**src/clcp_map.vh**
```
/*
 * register offsets, field positions, reset values and timing counts for the
 * cpu local bus coprocessor support block.
 * assumes: included by the design files of this block by bare name.
 */
`ifndef CLCP_MAP_VH
`define CLCP_MAP_VH

// offsets are word indices: the bus byte address is the index times four
`define CLCP_ADDR_W          10
`define CLCP_OFF_FEATURE_ONE 8'ha0
`define CLCP_OFF_FEATURE_THR 8'had
`define CLCP_OFF_STATUS      8'hb0
`define CLCP_OFF_OPTION      8'hb4
`define CLCP_RST_FEATURE_ONE 8'h00
`define CLCP_RST_FEATURE_THR 8'h00
`define CLCP_RST_OPTION      8'h00

`define CLCP_F1_MASTER_EN    5
`define CLCP_F3_READY_DIRECT 0
`define CLCP_F3_DETECT_OFF   1
`define CLCP_F3_PIN80_DACK   2
`define CLCP_F3_SOFT_RESET   3
`define CLCP_F3_ADDR20_MASK_FORCE   4
`define CLCP_F3_CPU_ZERO_V   5
`define CLCP_F3_IGNORE_CLAIM 7
`define CLCP_OPT_WB_CACHE    0

`define CLCP_ST_PRESENT      0
`define CLCP_ST_BUSY_LATCH   1
`define CLCP_ST_IRQ13        2
`define CLCP_ST_STRAP_386    3
`define CLCP_ST_STRAP_RDYPIN 4

`define CLCP_FP_PORT         16'h00f0
`define CLCP_RESET_CYCLES    128
`define CLCP_PWR_DELAY       16

`define CLCP_RESP_OKAY       2'b00
`define CLCP_RESP_SLVERR     2'b10

`endif

```
**src/clcp_sync3.v**
```verilog
/*
 * three flip-flop input synchroniser with agreement filter.
 * assumes: input is asynchronous to clk; output changes once stages two and three agree.
 */
`timescale 1ns/1ps
`default_nettype none
module clcp_sync3 #(
	parameter W    = 1,
	parameter INIT = 1'b1
) (
	input  wire         clk,
	input  wire         reset,
	input  wire [W-1:0] async,
	output reg  [W-1:0] clean
);
	reg [W-1:0] s1Reg;
	reg [W-1:0] s2Reg;
	reg [W-1:0] s3Reg;
	genvar i;
	generate
		for (i = 0; i < W; i = i + 1) begin : g_bit
			always @(posedge clk or posedge reset) begin
				if (reset) begin
					s1Reg[i] <= INIT;
					s2Reg[i] <= INIT;
					s3Reg[i] <= INIT;
					clean[i] <= INIT;
				end else begin
					s1Reg[i] <= async[i];
					s2Reg[i] <= s1Reg[i];
					s3Reg[i] <= s2Reg[i];
					if (s2Reg[i] == s3Reg[i])
						clean[i] <= s3Reg[i];
				end
			end
		end
	endgenerate
endmodule // clcp_sync3
`default_nettype wire

```
**src/clcp_axil_regs.v**
```verilog
/*
 * axi4-lite slave holding the two feature control registers and an option register,
 * and reading back block status.
 * assumes: one outstanding write and one outstanding read; 10-bit byte address, registers on word indices.
 */
`timescale 1ns/1ps
`default_nettype none
`include "clcp_map.vh"
module clcp_axil_regs (
	input  wire        clk,
	input  wire        reset,
	input  wire [9:0]  awaddr,
	input  wire        awvalid,
	output reg         awready,
	input  wire [31:0] wdata,
	input  wire [3:0]  wstrb,
	input  wire        wvalid,
	output reg         wready,
	output reg  [1:0]  bresp,
	output reg         bvalid,
	input  wire        bready,
	input  wire [9:0]  araddr,
	input  wire        arvalid,
	output reg         arready,
	output reg  [31:0] rdata,
	output reg  [1:0]  rresp,
	output reg         rvalid,
	input  wire        rready,
	input  wire [7:0]  statusIn,
	output reg  [7:0]  featureOne_reg,
	output reg  [7:0]  featureThree_reg,
	output reg  [7:0]  option_reg
);
	reg [9:0] awAddr_reg;
	reg       awHave_reg;
	reg [7:0] wData_reg;
	reg       wStrb_reg;
	reg       wHave_reg;
	wire      doWrite = awHave_reg && wHave_reg && !bvalid;

	always @(posedge clk or posedge reset) begin
		if (reset) begin
			awready          <= 1'b1;
			wready           <= 1'b1;
			awHave_reg       <= 1'b0;
			wHave_reg        <= 1'b0;
			awAddr_reg       <= 10'h000;
			wData_reg        <= 8'h00;
			wStrb_reg        <= 1'b0;
			bvalid           <= 1'b0;
			bresp            <= `CLCP_RESP_OKAY;
			featureOne_reg   <= `CLCP_RST_FEATURE_ONE;
			featureThree_reg <= `CLCP_RST_FEATURE_THR;
			option_reg       <= `CLCP_RST_OPTION;
		end else begin
			if (awvalid && awready) begin
				awAddr_reg <= awaddr;
				awHave_reg <= 1'b1;
				awready    <= 1'b0;
			end
			if (wvalid && wready) begin
				wData_reg <= wdata[7:0];
				wStrb_reg <= wstrb[0];
				wHave_reg <= 1'b1;
				wready    <= 1'b0;
			end
			if (doWrite) begin
				awHave_reg <= 1'b0;
				wHave_reg  <= 1'b0;
				bvalid     <= 1'b1;
				bresp      <= `CLCP_RESP_OKAY;
				case (awAddr_reg[9:2])
					`CLCP_OFF_FEATURE_ONE: if (wStrb_reg) featureOne_reg <= wData_reg;
					`CLCP_OFF_FEATURE_THR: if (wStrb_reg) featureThree_reg <= wData_reg;
					`CLCP_OFF_OPTION: if (wStrb_reg) option_reg <= wData_reg;
					`CLCP_OFF_STATUS: bresp <= `CLCP_RESP_OKAY;
					default: bresp <= `CLCP_RESP_SLVERR;
				endcase
			end
			if (bvalid && bready) begin
				bvalid  <= 1'b0;
				awready <= 1'b1;
				wready  <= 1'b1;
			end
		end
	end

	always @(posedge clk or posedge reset) begin
		if (reset) begin
			arready <= 1'b1;
			rvalid  <= 1'b0;
			rdata   <= 32'h00000000;
			rresp   <= `CLCP_RESP_OKAY;
		end else begin
			if (arvalid && arready) begin
				arready <= 1'b0;
				rvalid  <= 1'b1;
				rresp   <= `CLCP_RESP_OKAY;
				case (araddr[9:2])
					`CLCP_OFF_FEATURE_ONE: rdata <= {24'h000000, featureOne_reg};
					`CLCP_OFF_FEATURE_THR: rdata <= {24'h000000, featureThree_reg};
					`CLCP_OFF_OPTION: rdata <= {24'h000000, option_reg};
					`CLCP_OFF_STATUS: rdata <= {24'h000000, statusIn};
					default: begin
						rdata <= 32'h00000000;
						rresp <= `CLCP_RESP_SLVERR;
					end
				endcase
			end
			if (rvalid && rready) begin
				rvalid  <= 1'b0;
				arready <= 1'b1;
			end
		end
	end
endmodule // clcp_axil_regs
`default_nettype wire

```
**src/clcp_coproc_support.v**
```verilog
/*
 * cpu local bus coprocessor support: presence detection, cycle claim, ready
 * combining, busy latch with irq13, local master pin muxing, swap buffer control,
 * and cpu power-down, address-20 and soft reset options.
 * assumes: cpu cycle decode is done upstream and presented as a cycle start pulse
 * with address, type and size; isa cycle engine reports its own completion.
 */
`timescale 1ns/1ps
`default_nettype none
`include "clcp_map.vh"
module clcp_coproc_support #(
	parameter RESET_CYCLES = `CLCP_RESET_CYCLES,
	parameter PWR_DELAY    = `CLCP_PWR_DELAY
) (
	input  wire        clk,
	input  wire        reset,
	input  wire [9:0]  awaddr,
	input  wire        awvalid,
	output wire        awready,
	input  wire [31:0] wdata,
	input  wire [3:0]  wstrb,
	input  wire        wvalid,
	output wire        wready,
	output wire [1:0]  bresp,
	output wire        bvalid,
	input  wire        bready,
	input  wire [9:0]  araddr,
	input  wire        arvalid,
	output wire        arready,
	output wire [31:0] rdata,
	output wire [1:0]  rresp,
	output wire        rvalid,
	input  wire        rready,
	input  wire        strap386,
	input  wire        strapReadyPin,
	input  wire        cycleStart,
	input  wire        cycleIsIo,
	input  wire        cycleIsWrite,
	input  wire        cycleInDram,
	input  wire [15:0] cycleIoAddr,
	input  wire        cpuAddrTopBit,
	input  wire [1:0]  cycleCpuSize,
	input  wire [1:0]  cycleDevSize,
	input  wire        isaCycleDone,
	input  wire        coprocReadyIn_n,
	input  wire        localDeviceClaim_n,
	input  wire        fpErrorIn_n,
	input  wire        fpBusyIn_n,
	input  wire        localMasterRequestIn_n,
	input  wire        progIoZeroIn,
	input  wire        dmaAckCh2Int_n,
	input  wire        fpIntInt,
	input  wire        gateAddr20Int,
	input  wire        suspendActive,
	input  wire [2:0]  encodedAckInt,
	output reg         cpuReady_n,
	output reg         cpuReadyOe,
	output reg         isaCycleReq,
	output reg  [2:0]  isaPieceCount,
	output reg         fpResetOut,
	output reg         irq13,
	output reg         localMasterGrant,
	output reg         pin80Out,
	output reg         progIoZeroOut,
	output reg         localMasterReq,
	output reg  [2:0]  encodedAckLines,
	output reg         swapBufferEnableHigh_n,
	output reg         swapBufferEnableLow_n,
	output reg         swapBufferDirection,
	output reg         addr20Pin,
	output reg         cpuHardReset,
	output reg         cpuSoftReset
);
	localparam ST_IDLE  = 2'd0;
	localparam ST_LOCAL = 2'd1;
	localparam ST_ISA   = 2'd2;
	localparam ST_END   = 2'd3;

	wire [7:0] featureOne_reg;
	wire [7:0] featureThree_reg;
	wire [7:0] option_reg;
	wire [7:0] statusWord;
	wire [3:0] pinsClean;
	wire       errClean_n;
	wire       busyClean_n;
	wire       reqClean_n;
	wire       claimClean_n;

	// cpu ready decode takes the raw pin, unsynchronised, for the direct path, the one-flop synced path and the state machine
	wire readyPinRaw = ~coprocReadyIn_n;

	reg [1:0]  state_reg;
	reg [1:0]  state_next;
	reg        present_reg;
	reg        busyLatch_reg;
	reg        strap386_reg;
	reg        strapReady_reg;
	reg [7:0]  rstCount_reg;
	reg        coprocCycle_reg;
	reg        readySync_reg;
	reg        errPrev_reg;
	reg        suspendPrev_reg;
	reg [7:0]  hardCount_reg;
	reg [7:0]  softDelay_reg;
	reg [7:0]  softCount_reg;

	clcp_axil_regs uRegs (
		.clk              (clk),
		.reset            (reset),
		.awaddr           (awaddr),
		.awvalid          (awvalid),
		.awready          (awready),
		.wdata            (wdata),
		.wstrb            (wstrb),
		.wvalid           (wvalid),
		.wready           (wready),
		.bresp            (bresp),
		.bvalid           (bvalid),
		.bready           (bready),
		.araddr           (araddr),
		.arvalid          (arvalid),
		.arready          (arready),
		.rdata            (rdata),
		.rresp            (rresp),
		.rvalid           (rvalid),
		.rready           (rready),
		.statusIn         (statusWord),
		.featureOne_reg   (featureOne_reg),
		.featureThree_reg (featureThree_reg),
		.option_reg       (option_reg)
	);

	clcp_sync3 #(
		.W    (4),
		.INIT (1'b1)
	) uSync (
		.clk   (clk),
		.reset (reset),
		.async ({fpErrorIn_n, fpBusyIn_n, localMasterRequestIn_n, localDeviceClaim_n}),
		.clean (pinsClean)
	);
	assign errClean_n   = pinsClean[3];
	assign busyClean_n  = pinsClean[2];
	assign reqClean_n   = pinsClean[1];
	assign claimClean_n = pinsClean[0];

	wire masterEn    = featureOne_reg[`CLCP_F1_MASTER_EN];
	wire readyDirect = featureThree_reg[`CLCP_F3_READY_DIRECT];
	wire detectOff   = featureThree_reg[`CLCP_F3_DETECT_OFF];
	wire pin80Dack   = featureThree_reg[`CLCP_F3_PIN80_DACK];
	wire softResetEn = featureThree_reg[`CLCP_F3_SOFT_RESET];
	wire a20mForce   = featureThree_reg[`CLCP_F3_ADDR20_MASK_FORCE];
	wire cpuZeroVolt = featureThree_reg[`CLCP_F3_CPU_ZERO_V];
	wire ignoreClaim = featureThree_reg[`CLCP_F3_IGNORE_CLAIM];
	wire wbCache     = option_reg[`CLCP_OPT_WB_CACHE];

	wire coprocOn    = present_reg && !detectOff && strap386_reg;
	wire readyPinOn  = strapReady_reg;
	wire fpPortWrite = cycleStart && cycleIsIo && cycleIsWrite && (cycleIoAddr == `CLCP_FP_PORT);
	wire errEvent    = errPrev_reg && !errClean_n;
	wire resumeEdge  = suspendPrev_reg && !suspendActive;

	assign statusWord = {3'b000, strapReady_reg, strap386_reg, irq13, busyLatch_reg, present_reg};

	// straps and presence are captured during the power-on reset pulse, after release
	always @(posedge clk or posedge reset) begin
		if (reset) begin
			rstCount_reg   <= 8'h00;
			fpResetOut     <= 1'b1;
			present_reg    <= 1'b0;
			strap386_reg   <= 1'b0;
			strapReady_reg <= 1'b0;
		end else begin
			if (rstCount_reg != RESET_CYCLES[7:0]) begin
				rstCount_reg   <= rstCount_reg + 8'h01;
				strap386_reg   <= strap386;
				strapReady_reg <= strapReadyPin;
				if (!errClean_n)
					present_reg <= 1'b1;
			end else begin
				fpResetOut <= 1'b0;
			end
		end
	end

	// set wins over the port write clear
	always @(posedge clk or posedge reset) begin
		if (reset) begin
			busyLatch_reg <= 1'b0;
			irq13         <= 1'b0;
			errPrev_reg   <= 1'b1;
		end else begin
			errPrev_reg <= errClean_n;
			if (strap386_reg && errEvent && !busyClean_n) begin
				busyLatch_reg <= 1'b1;
				irq13         <= 1'b1;
			end else if (fpPortWrite) begin
				busyLatch_reg <= 1'b0;
				irq13         <= 1'b0;
			end
		end
	end

	// cycle ownership: local claim, own coprocessor claim, or isa with split count
	always @* begin
		state_next = state_reg;
		case (state_reg)
			ST_IDLE: begin
				if (cycleStart && !cycleInDram) begin
					if (cpuAddrTopBit && coprocOn)
						state_next = ST_LOCAL;
					else if (!claimClean_n)
						state_next = ST_LOCAL;
					else
						state_next = ST_ISA;
				end
			end
			ST_LOCAL: begin
				if (readyPinRaw && readyPinOn)
					state_next = ST_END;
				else if (ignoreClaim && claimClean_n && !coprocCycle_reg)
					state_next = ST_ISA;
			end
			ST_ISA: begin
				if (isaCycleDone)
					state_next = ST_END;
			end
			ST_END: state_next = ST_IDLE;
			default: state_next = ST_IDLE;
		endcase
	end

	always @(posedge clk or posedge reset) begin
		if (reset) begin
			state_reg       <= ST_IDLE;
			coprocCycle_reg <= 1'b0;
			readySync_reg   <= 1'b0;
			cpuReady_n      <= 1'b1;
			cpuReadyOe      <= 1'b0;
			isaCycleReq     <= 1'b0;
			isaPieceCount   <= 3'd1;
		end else begin
			state_reg     <= state_next;
			readySync_reg <= readyPinOn && readyPinRaw && state_reg == ST_LOCAL;
			if (state_reg == ST_IDLE && cycleStart)
				coprocCycle_reg <= cpuAddrTopBit && coprocOn;
			isaCycleReq <= (state_next == ST_ISA);
			if (state_next == ST_ISA && state_reg != ST_ISA) begin
				if (cycleCpuSize > cycleDevSize)
					isaPieceCount <= 3'd1 << (cycleCpuSize - cycleDevSize);
				else
					isaPieceCount <= 3'd1;
			end
			// direct mode answers on the clock after the pin falls; synced mode one clock later
			if (state_reg == ST_LOCAL && readyPinOn && readyDirect && readyPinRaw) begin
				cpuReady_n <= 1'b0;
				cpuReadyOe <= 1'b1;
			end else if (readySync_reg && !readyDirect) begin
				cpuReady_n <= 1'b0;
				cpuReadyOe <= 1'b1;
			end else if (state_reg == ST_ISA && isaCycleDone) begin
				cpuReady_n <= 1'b0;
				cpuReadyOe <= 1'b1;
			end else begin
				cpuReady_n <= 1'b1;
				cpuReadyOe <= 1'b0;
			end
		end
	end

	// pin muxing and address-20 selection
	always @(posedge clk or posedge reset) begin
		if (reset) begin
			localMasterGrant       <= 1'b0;
			pin80Out               <= 1'b1;
			progIoZeroOut          <= 1'b0;
			localMasterReq         <= 1'b0;
			encodedAckLines        <= 3'b111;
			swapBufferEnableHigh_n <= 1'b1;
			swapBufferEnableLow_n  <= 1'b1;
			swapBufferDirection    <= 1'b0;
			addr20Pin              <= 1'b0;
		end else begin
			localMasterReq   <= masterEn && !reqClean_n;
			localMasterGrant <= masterEn && localMasterReq;
			progIoZeroOut    <= masterEn ? 1'b0 : progIoZeroIn;
			if (masterEn)
				pin80Out <= ~localMasterReq;
			else if (strap386_reg && !pin80Dack)
				pin80Out <= fpIntInt | irq13;
			else
				pin80Out <= dmaAckCh2Int_n;
			encodedAckLines <= encodedAckInt;
			if (wbCache && state_reg == ST_ISA) begin
				swapBufferEnableHigh_n <= ~(cycleCpuSize != 2'd0);
				swapBufferEnableLow_n  <= 1'b0;
				swapBufferDirection    <= ~cycleIsWrite;
			end else begin
				swapBufferEnableHigh_n <= 1'b1;
				swapBufferEnableLow_n  <= 1'b1;
				swapBufferDirection    <= 1'b0;
			end
			addr20Pin <= (strap386_reg && !a20mForce) ? gateAddr20Int : ~gateAddr20Int;
		end
	end

	// resume resets
	always @(posedge clk or posedge reset) begin
		if (reset) begin
			suspendPrev_reg <= 1'b0;
			hardCount_reg   <= 8'h00;
			softDelay_reg   <= 8'h00;
			softCount_reg   <= 8'h00;
			cpuHardReset    <= 1'b1;
			cpuSoftReset    <= 1'b0;
		end else begin
			suspendPrev_reg <= suspendActive;
			if (rstCount_reg != RESET_CYCLES[7:0])
				cpuHardReset <= 1'b1;
			else if (resumeEdge && cpuZeroVolt) begin
				hardCount_reg <= RESET_CYCLES[7:0];
				cpuHardReset  <= 1'b1;
			end else if (hardCount_reg != 8'h00) begin
				hardCount_reg <= hardCount_reg - 8'h01;
				cpuHardReset  <= 1'b1;
			end else
				cpuHardReset <= 1'b0;
			if (resumeEdge && softResetEn)
				softDelay_reg <= PWR_DELAY[7:0];
			else if (softDelay_reg != 8'h00) begin
				softDelay_reg <= softDelay_reg - 8'h01;
				if (softDelay_reg == 8'h01)
					softCount_reg <= RESET_CYCLES[7:0];
			end else if (softCount_reg != 8'h00)
				softCount_reg <= softCount_reg - 8'h01;
			cpuSoftReset <= (softCount_reg != 8'h00);
		end
	end
endmodule // clcp_coproc_support
`default_nettype wire

```
**config.mk**
```make
export PLATFORM = sky130hd
export DESIGN_NAME = clcp_coproc_support
export DESIGN_NICKNAME = d
export VERILOG_FILES = /design/src/clcp_sync3.v /design/src/clcp_axil_regs.v /design/src/clcp_coproc_support.v
export VERILOG_INCLUDE_DIRS = /design/src
export SDC_FILE = /design/constraint.sdc
export NUM_CORES = 1
export LEC_CHECK = 0
export BUFFER_PORTS_ARGS = -buffer_cell sky130_fd_sc_hd__buf_2
export CORE_MARGIN = 1.5
export CORE_UTILIZATION = 48
export CTS_CLUSTER_SIZE = 16
export DETAILED_ROUTE_END_ITERATION = 8
export HOLD_SLACK_MARGIN = 0.08
export PLACE_DENSITY = 0.86
export SETUP_SLACK_MARGIN = 0.3
export SLEW_MARGIN = 20
export SYNTH_ARGS = -nofsm -noshare
export SYNTH_HDL_FRONTEND = slang
export SYNTH_SLANG_ARGS = --single-unit
```
**constraint.sdc**
```tcl
create_clock -name clk -period 4.77 [get_ports clk]
set_clock_uncertainty 0.2 [all_clocks]
set_input_delay 0.7155 -clock clk [delete_from_list [all_inputs] [get_ports clk]]
set_output_delay 0.7155 -clock clk [all_outputs]
set_load 0.01 [all_outputs]
```
After elaboration in Yosys (flattened, before gate mapping)
Index checks and enable logic that the tools add are counted.
{"block": "totals", "reg_bits": 164, "input_bits": 104, "out_inout_bits": 62, "word_cells": 218}
{"block": "op_classes", "n_addsub": 5, "order_cmp": 1, "eq_ne": 21, "n_shift": 1, "muxes": 50, "bitwise_logic": 9, "n_reduce_logical": 70}
{"operator": "equality test 8 bit, second input constant", "n": 8}
{"operator": "2-to-1 mux 8 bit", "n": 7}
{"operator": "logical AND 1 bit", "n": 36}
{"operator": "2-to-1 mux 1 bit", "n": 32}
{"operator": "one-hot mux 8 bit (4 select lines)", "n": 1}
{"operator": "nonzero test 8 bit", "n": 3}
{"operator": "subtractor 8 x 1 -> 8 bit, second input constant", "n": 3}
{"operator": "nonzero test 2 bit", "n": 11}
{"operator": "equality test 16 x 8 -> 1 bit, second input constant", "n": 1}
{"operator": "2-to-1 mux 2 bit", "n": 8}
{"operator": "AND reduction 3 bit", "n": 4}
{"operator": "zero test 1 bit", "n": 11}
{"operator": "adder 8 x 1 -> 8 bit, second input constant", "n": 1}
{"operator": "equality test 8 x 1 -> 1 bit, second input constant", "n": 1}
{"operator": "inequality test 8 bit, second input constant", "n": 1}
{"operator": "inverter 1 bit", "n": 8}
{"operator": "one-hot mux 2 bit (4 select lines)", "n": 1}
{"operator": "OR reduction 4 bit", "n": 2}
{"operator": "equality test 2 bit, second input constant", "n": 3}
{"operator": "equality test 1 bit", "n": 4}
{"operator": "AND reduction 2 bit", "n": 2}
{"operator": "2-to-1 mux 3 bit", "n": 1}
{"operator": "<< shifter 1 x 2 -> 3 bit, first input constant", "n": 1}
{"operator": "equality test 2 x 1 -> 1 bit, second input constant", "n": 1}
{"operator": "other kinds (6)", "n": 6}

Logic depth before layout (Yosys ltp)
{"block": "logic_depth", "word_depth": 9, "mapped_depth": 8, "ltp_nobuf": 8}

Modules after synthesis
Synthesis repeated with hierarchy kept, for this count alone.
{"block": "hier_totals", "hier_cells": 526, "hier_area_um2": 6233.5}
{"mod": "clcp_coproc_support", "instances": 1, "cells_per_inst": 288, "area_each_um2": 3045.4, "seq_area_each_um2": 1565.3}
{"mod": "clcp_axil_regs", "instances": 1, "cells_per_inst": 217, "area_each_um2": 2718.9, "seq_area_each_um2": 1455.1}
{"mod": "clcp_sync3", "instances": 1, "cells_per_inst": 21, "area_each_um2": 469.2, "seq_area_each_um2": 420.4}

Worst setup path before layout
OpenSTA, ideal clock, no wires.
{"block": "synth_path", "path_type": "input-to-reg", "from": "in araddr[6]", "to": "reg uRegs.rdata[6]", "setup_ns": 0.126, "t_arrival_ns": 2.036, "required_time_ns": 4.444, "slack_ns": 2.408, "cell_stages": 6, "path_buffers": 2, "cell_sequence": "buf_2 > and3b_1 > clkbuf_1 > o2111ai_1 > nor2_1 > a221o_1"}
{"block": "synth_between", "elab_chain_cells": 2, "elab_cells_between_ends": 5, "cone_classes": "eq/ne: 4; mux: 1"}
{"element": "from (decl)", "line": "clcp_coproc_support.v:27", "rtl": "input wire [9:0] araddr,"}
{"element": "equality test 8 bit", "line": "clcp_axil_regs.v:99", "rtl": "case (araddr[9:2])"}
{"element": "one-hot mux 8 bit (4 select lines) *", "line": "clcp_axil_regs.v:99"}
{"element": "to (signal assigned)", "line": "clcp_axil_regs.v:100", "rtl": "`CLCP_OFF_FEATURE_ONE: rdata <= {24'h000000, featureOne_reg};"}
{"element": "to (signal assigned)", "line": "clcp_axil_regs.v:101", "rtl": "`CLCP_OFF_FEATURE_THR: rdata <= {24'h000000, featureThree_reg};"}
{"element": "to (signal assigned)", "line": "clcp_axil_regs.v:102", "rtl": "`CLCP_OFF_OPTION: rdata <= {24'h000000, option_reg};"}
{"element": "to (decl)", "line": "clcp_axil_regs.v:25", "rtl": "output reg [31:0] rdata,"}
Mark *: on every way between the ends. The rest lies on a longest branch, timed or not.
A chain may end at the register's enable or synchronous reset.

Worst setup path after layout
{"block": "layout_path", "from": "reg rstCount_reg[0]", "to": "reg hardCount_reg[3]"}
{"block": "layout_between", "elab_chain_cells": 3}
{"element": "from (decl)", "line": "clcp_coproc_support.v:98", "rtl": "reg [7:0] rstCount_reg;"}
{"element": "from (signal assigned)", "line": "clcp_coproc_support.v:175", "rtl": "rstCount_reg <= rstCount_reg + 8'h01;"}
{"element": "inequality test 8 bit", "line": "clcp_coproc_support.v:318", "rtl": "if (rstCount_reg != RESET_CYCLES[7:0])"}
{"element": "inverter 1 bit (no line)"}
{"element": "AND reduction 2 bit (no line)"}
{"element": "to (signal assigned)", "line": "clcp_coproc_support.v:321", "rtl": "hardCount_reg <= RESET_CYCLES[7:0];"}
{"element": "to (signal assigned)", "line": "clcp_coproc_support.v:324", "rtl": "hardCount_reg <= hardCount_reg - 8'h01;"}
{"element": "to (decl)", "line": "clcp_coproc_support.v:103", "rtl": "reg [7:0] hardCount_reg;"}
Every way passes these cells.

==> impl_metrics.yaml <==
detailed_routing:
  dr.pass1.iters: 4
  routed-via-count: 4386
  ant_nets: 0
  drt_iter0_markers: 202
  wl_per_cell_microns: 15.54
  drc_errors: 0
  viasPerCell: 5.355
  drt-total-wl_microns: 12730
setup_path:
  slowest_stage: "or4_1"
  critPathMaxStageDelay_ns: 0.59
  critPathLaunchType: "flip-flop"
  r2r_setup_slack_ns: 2.39
  cp_max_fo: 15
  arrival_ns: 2.52
  end_kind: "flip-flop"
  path_class: "flip-flop to flip-flop"
  required_ns: 4.91
  crit_chain: "inv_1 > ha_1 > nand4bb_1 > or2_0 > or4_1 > a21oi_1"
sta:
  worst_pin_slew_ns: 0.8285
  setup_ws_ns: 2.394
  timing.slew.headroom: 0.4456
  rsz0062_at_grt: "false"
  setup_tns_ns: 0
  finalCritPeriodShare: 0.4981
  hold_viol: 0
  fin_crit_ns: 2.376
  holdWs_ns: 0.1512
  final_max_slew_viol_count: 0
  setup_viol: 0
  fmax_ghz: 0.4209
synth:
  yosysSeqAreaShare: 0.5581
  async_reset_ff_frac: 1.000
  ys_ff_latch: 136
  synthTopCellsByArea: "dfrtp_1, dfstp_2, mux2_2"
  avgSynthCellArea_sq_um: 11.99
  syn_inst: 514
  synth-xor-area-share: 0.01563
  synth_top_family_by_area: "simple AND/OR/NAND/NOR gates"
  yosysTopAreaCell: "dfrtp_1"
  synth_compound_area_frac: 0.09357
  yosys_warnings: 0
  synthFlopType: "dfrtp_1"
  synth-edff-count: 0
  syn_area_sq_mm: 0.006165
  synthSimpleGateAreaFrac: 0.1522
  synth_cell_types: 64
  synth_top_area_frac: 0.4303
  synth.most_common_cell: "dfrtp_1"
  synthTopCellsByCount: "dfrtp_1, mux2_2, nand2_1"
  synth.area.mux_share: 0.09681
  synth_fa_ha_area_frac: 0.03207
cts:
  cts_setup_buffers: 0
  path_clk_slew_ns: 0.06
  numCtsBuffers: 17
  clockBufferDepth: 2
  h-tree-depth: 4
  clk_latency_ns: 0.42
  numClockSinks: 136
  tritoncts: "built"
  cts_root_buf: "clkbuf_16"
  cts_hold_buffers: 0
  cts_resized: 0
grt:
  grt_first_pass_wirelength_microns: 20780
  grtUsageTotal: 0.2029
  grt.overflow.total: 0
  grt_max_degree: 137
  antenna_found_initial: 0
  grt_pass1_vias: 4448
die:
  design.die.area_sq_mm: 0.01353
  ios: 166
  die_y_microns: 116.3
  start_util: 0.4905
  std_cell_rows: 41
  die_width_microns: 116.3
  coreArea_sq_mm: 0.01257
run_status:
  status: "finished, final reports clean"
flow_run:
  cap_violations: 0
pwr:
  power_density_mw_per_mm2: 455.4
  p_leak_nw: 3.470
  vdd_drop_max_mv: 0.3018
cells_and_area:
  fin_nets: 749
  fillers: 1023
  drive_above_1_share: 0.3483
  fin_area_sq_mm: 0.007422
  multi_input_area_sq_mm: 0.002504
  area.sequential_sq_mm: 0.003441
  syn_to_final_growth_pct: 20.40
  final_core_util: 0.5905
placed_design:
  placed_area_sq_mm: 0.006810
  hpwlAfterDp_microns: 9068
  gp_congestion: 0.8049
  place_ws_ns: 2.029
  portBuffers: 108
worst_hold_path:
  hp-class: "flip-flop to flip-flop"
-- layout make-up --
class | count | area share
diodes | 1 | 0.0003372
clock buffers | 28 | 0.07552
inverters | 23 | 0.01214
flip-flops and latches | 136 | 0.4636
well taps | 172 | 0.02900
clock inverters | 4 | 0.006575
repair buffers | 109 | 0.07552
multi-input cells | 346 | 0.3373
-- path summary, 6_finish.rpt --
kind                                       from               end  cells past startpoint
min in group asynchronous                 reset    uRegs.bresp[1]                      3
worst min-delay path             uSync.s1Reg[0]    uSync.s2Reg[0]                      0
worst max register to register  rstCount_reg[0]  hardCount_reg[3]                      6
worst min register to register   uSync.s1Reg[0]    uSync.s2Reg[0]                      0
worst max-delay path            rstCount_reg[0]  hardCount_reg[3]                      6
max in group asynchronous                 reset  isaPieceCount[1]                      3
-- cells in the final DEF, fill, tap and decap left out, types with 8 or more instances in the layout --
cell | netlist | layout
o21ai_0 | 20 | 20
nor2_1 | 31 | 31
nand2_1 | 34 | 34
mux2i_1 | 9 | 9
o31ai_1 | 9 | 9
a21oi_1 | 15 | 15
or4_1 | 12 | 12
nand3_1 | 10 | 10
mux2_2 | 45 | 45
buf_2 | 2 | 108
conb_1 | 1 | 26
inv_1 | 23 | 22
a22oi_1 | 9 | 9
xnor2_1 | 11 | 11
nor2b_1 | 8 | 8
dfstp_2 | 30 | 30
ha_1 | 11 | 11
clkbuf_16 | 0 | 20
dfrtp_1 | 106 | 106
-- kinds of logic after synthesis --
| logic type | after synthesis |
|---|---|
| AO/OA/AOI/OAI | 83 |
| XOR/XNOR | 11 |
| adder cells (fa/ha/maj) | 16 |
| buffers and inverters | 57 |
| flip-flops | 136 |
| multiplexers | 54 |
| other | 1 |
| AND/OR/NAND/NOR | 156 |
-- per-layer routing --
| metal | track usage | share of wire | vias up |
|---|---|---|---|
| met1 | 0.2429 | 0.41 | 2181 |
| met3 | 0.06850 | 0.059 | 25 |
| met4 | 0.08537 | 0.024 | 0 |
| met2 | 0.3373 | 0.51 | 134 |
| met5 | 0 | 0 | - |
| li1 | - | - | 2046 |
-- worst max-delay path, delay by kind of cell, from the launching register on --
family,cells,cell delay [ns]
AOI/OAI and AO/OA,1,0.15
adders and majority gates,1,0.14
buffers and inverters,1,0.09
DFF,1,0.44
and+or+nand+nor,3,1.28
-- power breakdown --
group          switching (W)  internal [W]
logic               0.000261      0.000254
registers           0.000175       0.00137
clock network       0.000469      0.000854
-- stage by stage --
| stage | instances | power [W] |
|---|---|---|
| finish | 819 | 0.003380 |
| global route | 818 | 0.003548 |
| CTS | 818 | 0.003405 |
| detailed placement | 786 | 0.002074 |
| global placement | 786 | 0.002022 |
| floorplan | 539 | 0.001901 |
No activity file was read; power rests on OpenSTA's default activity.
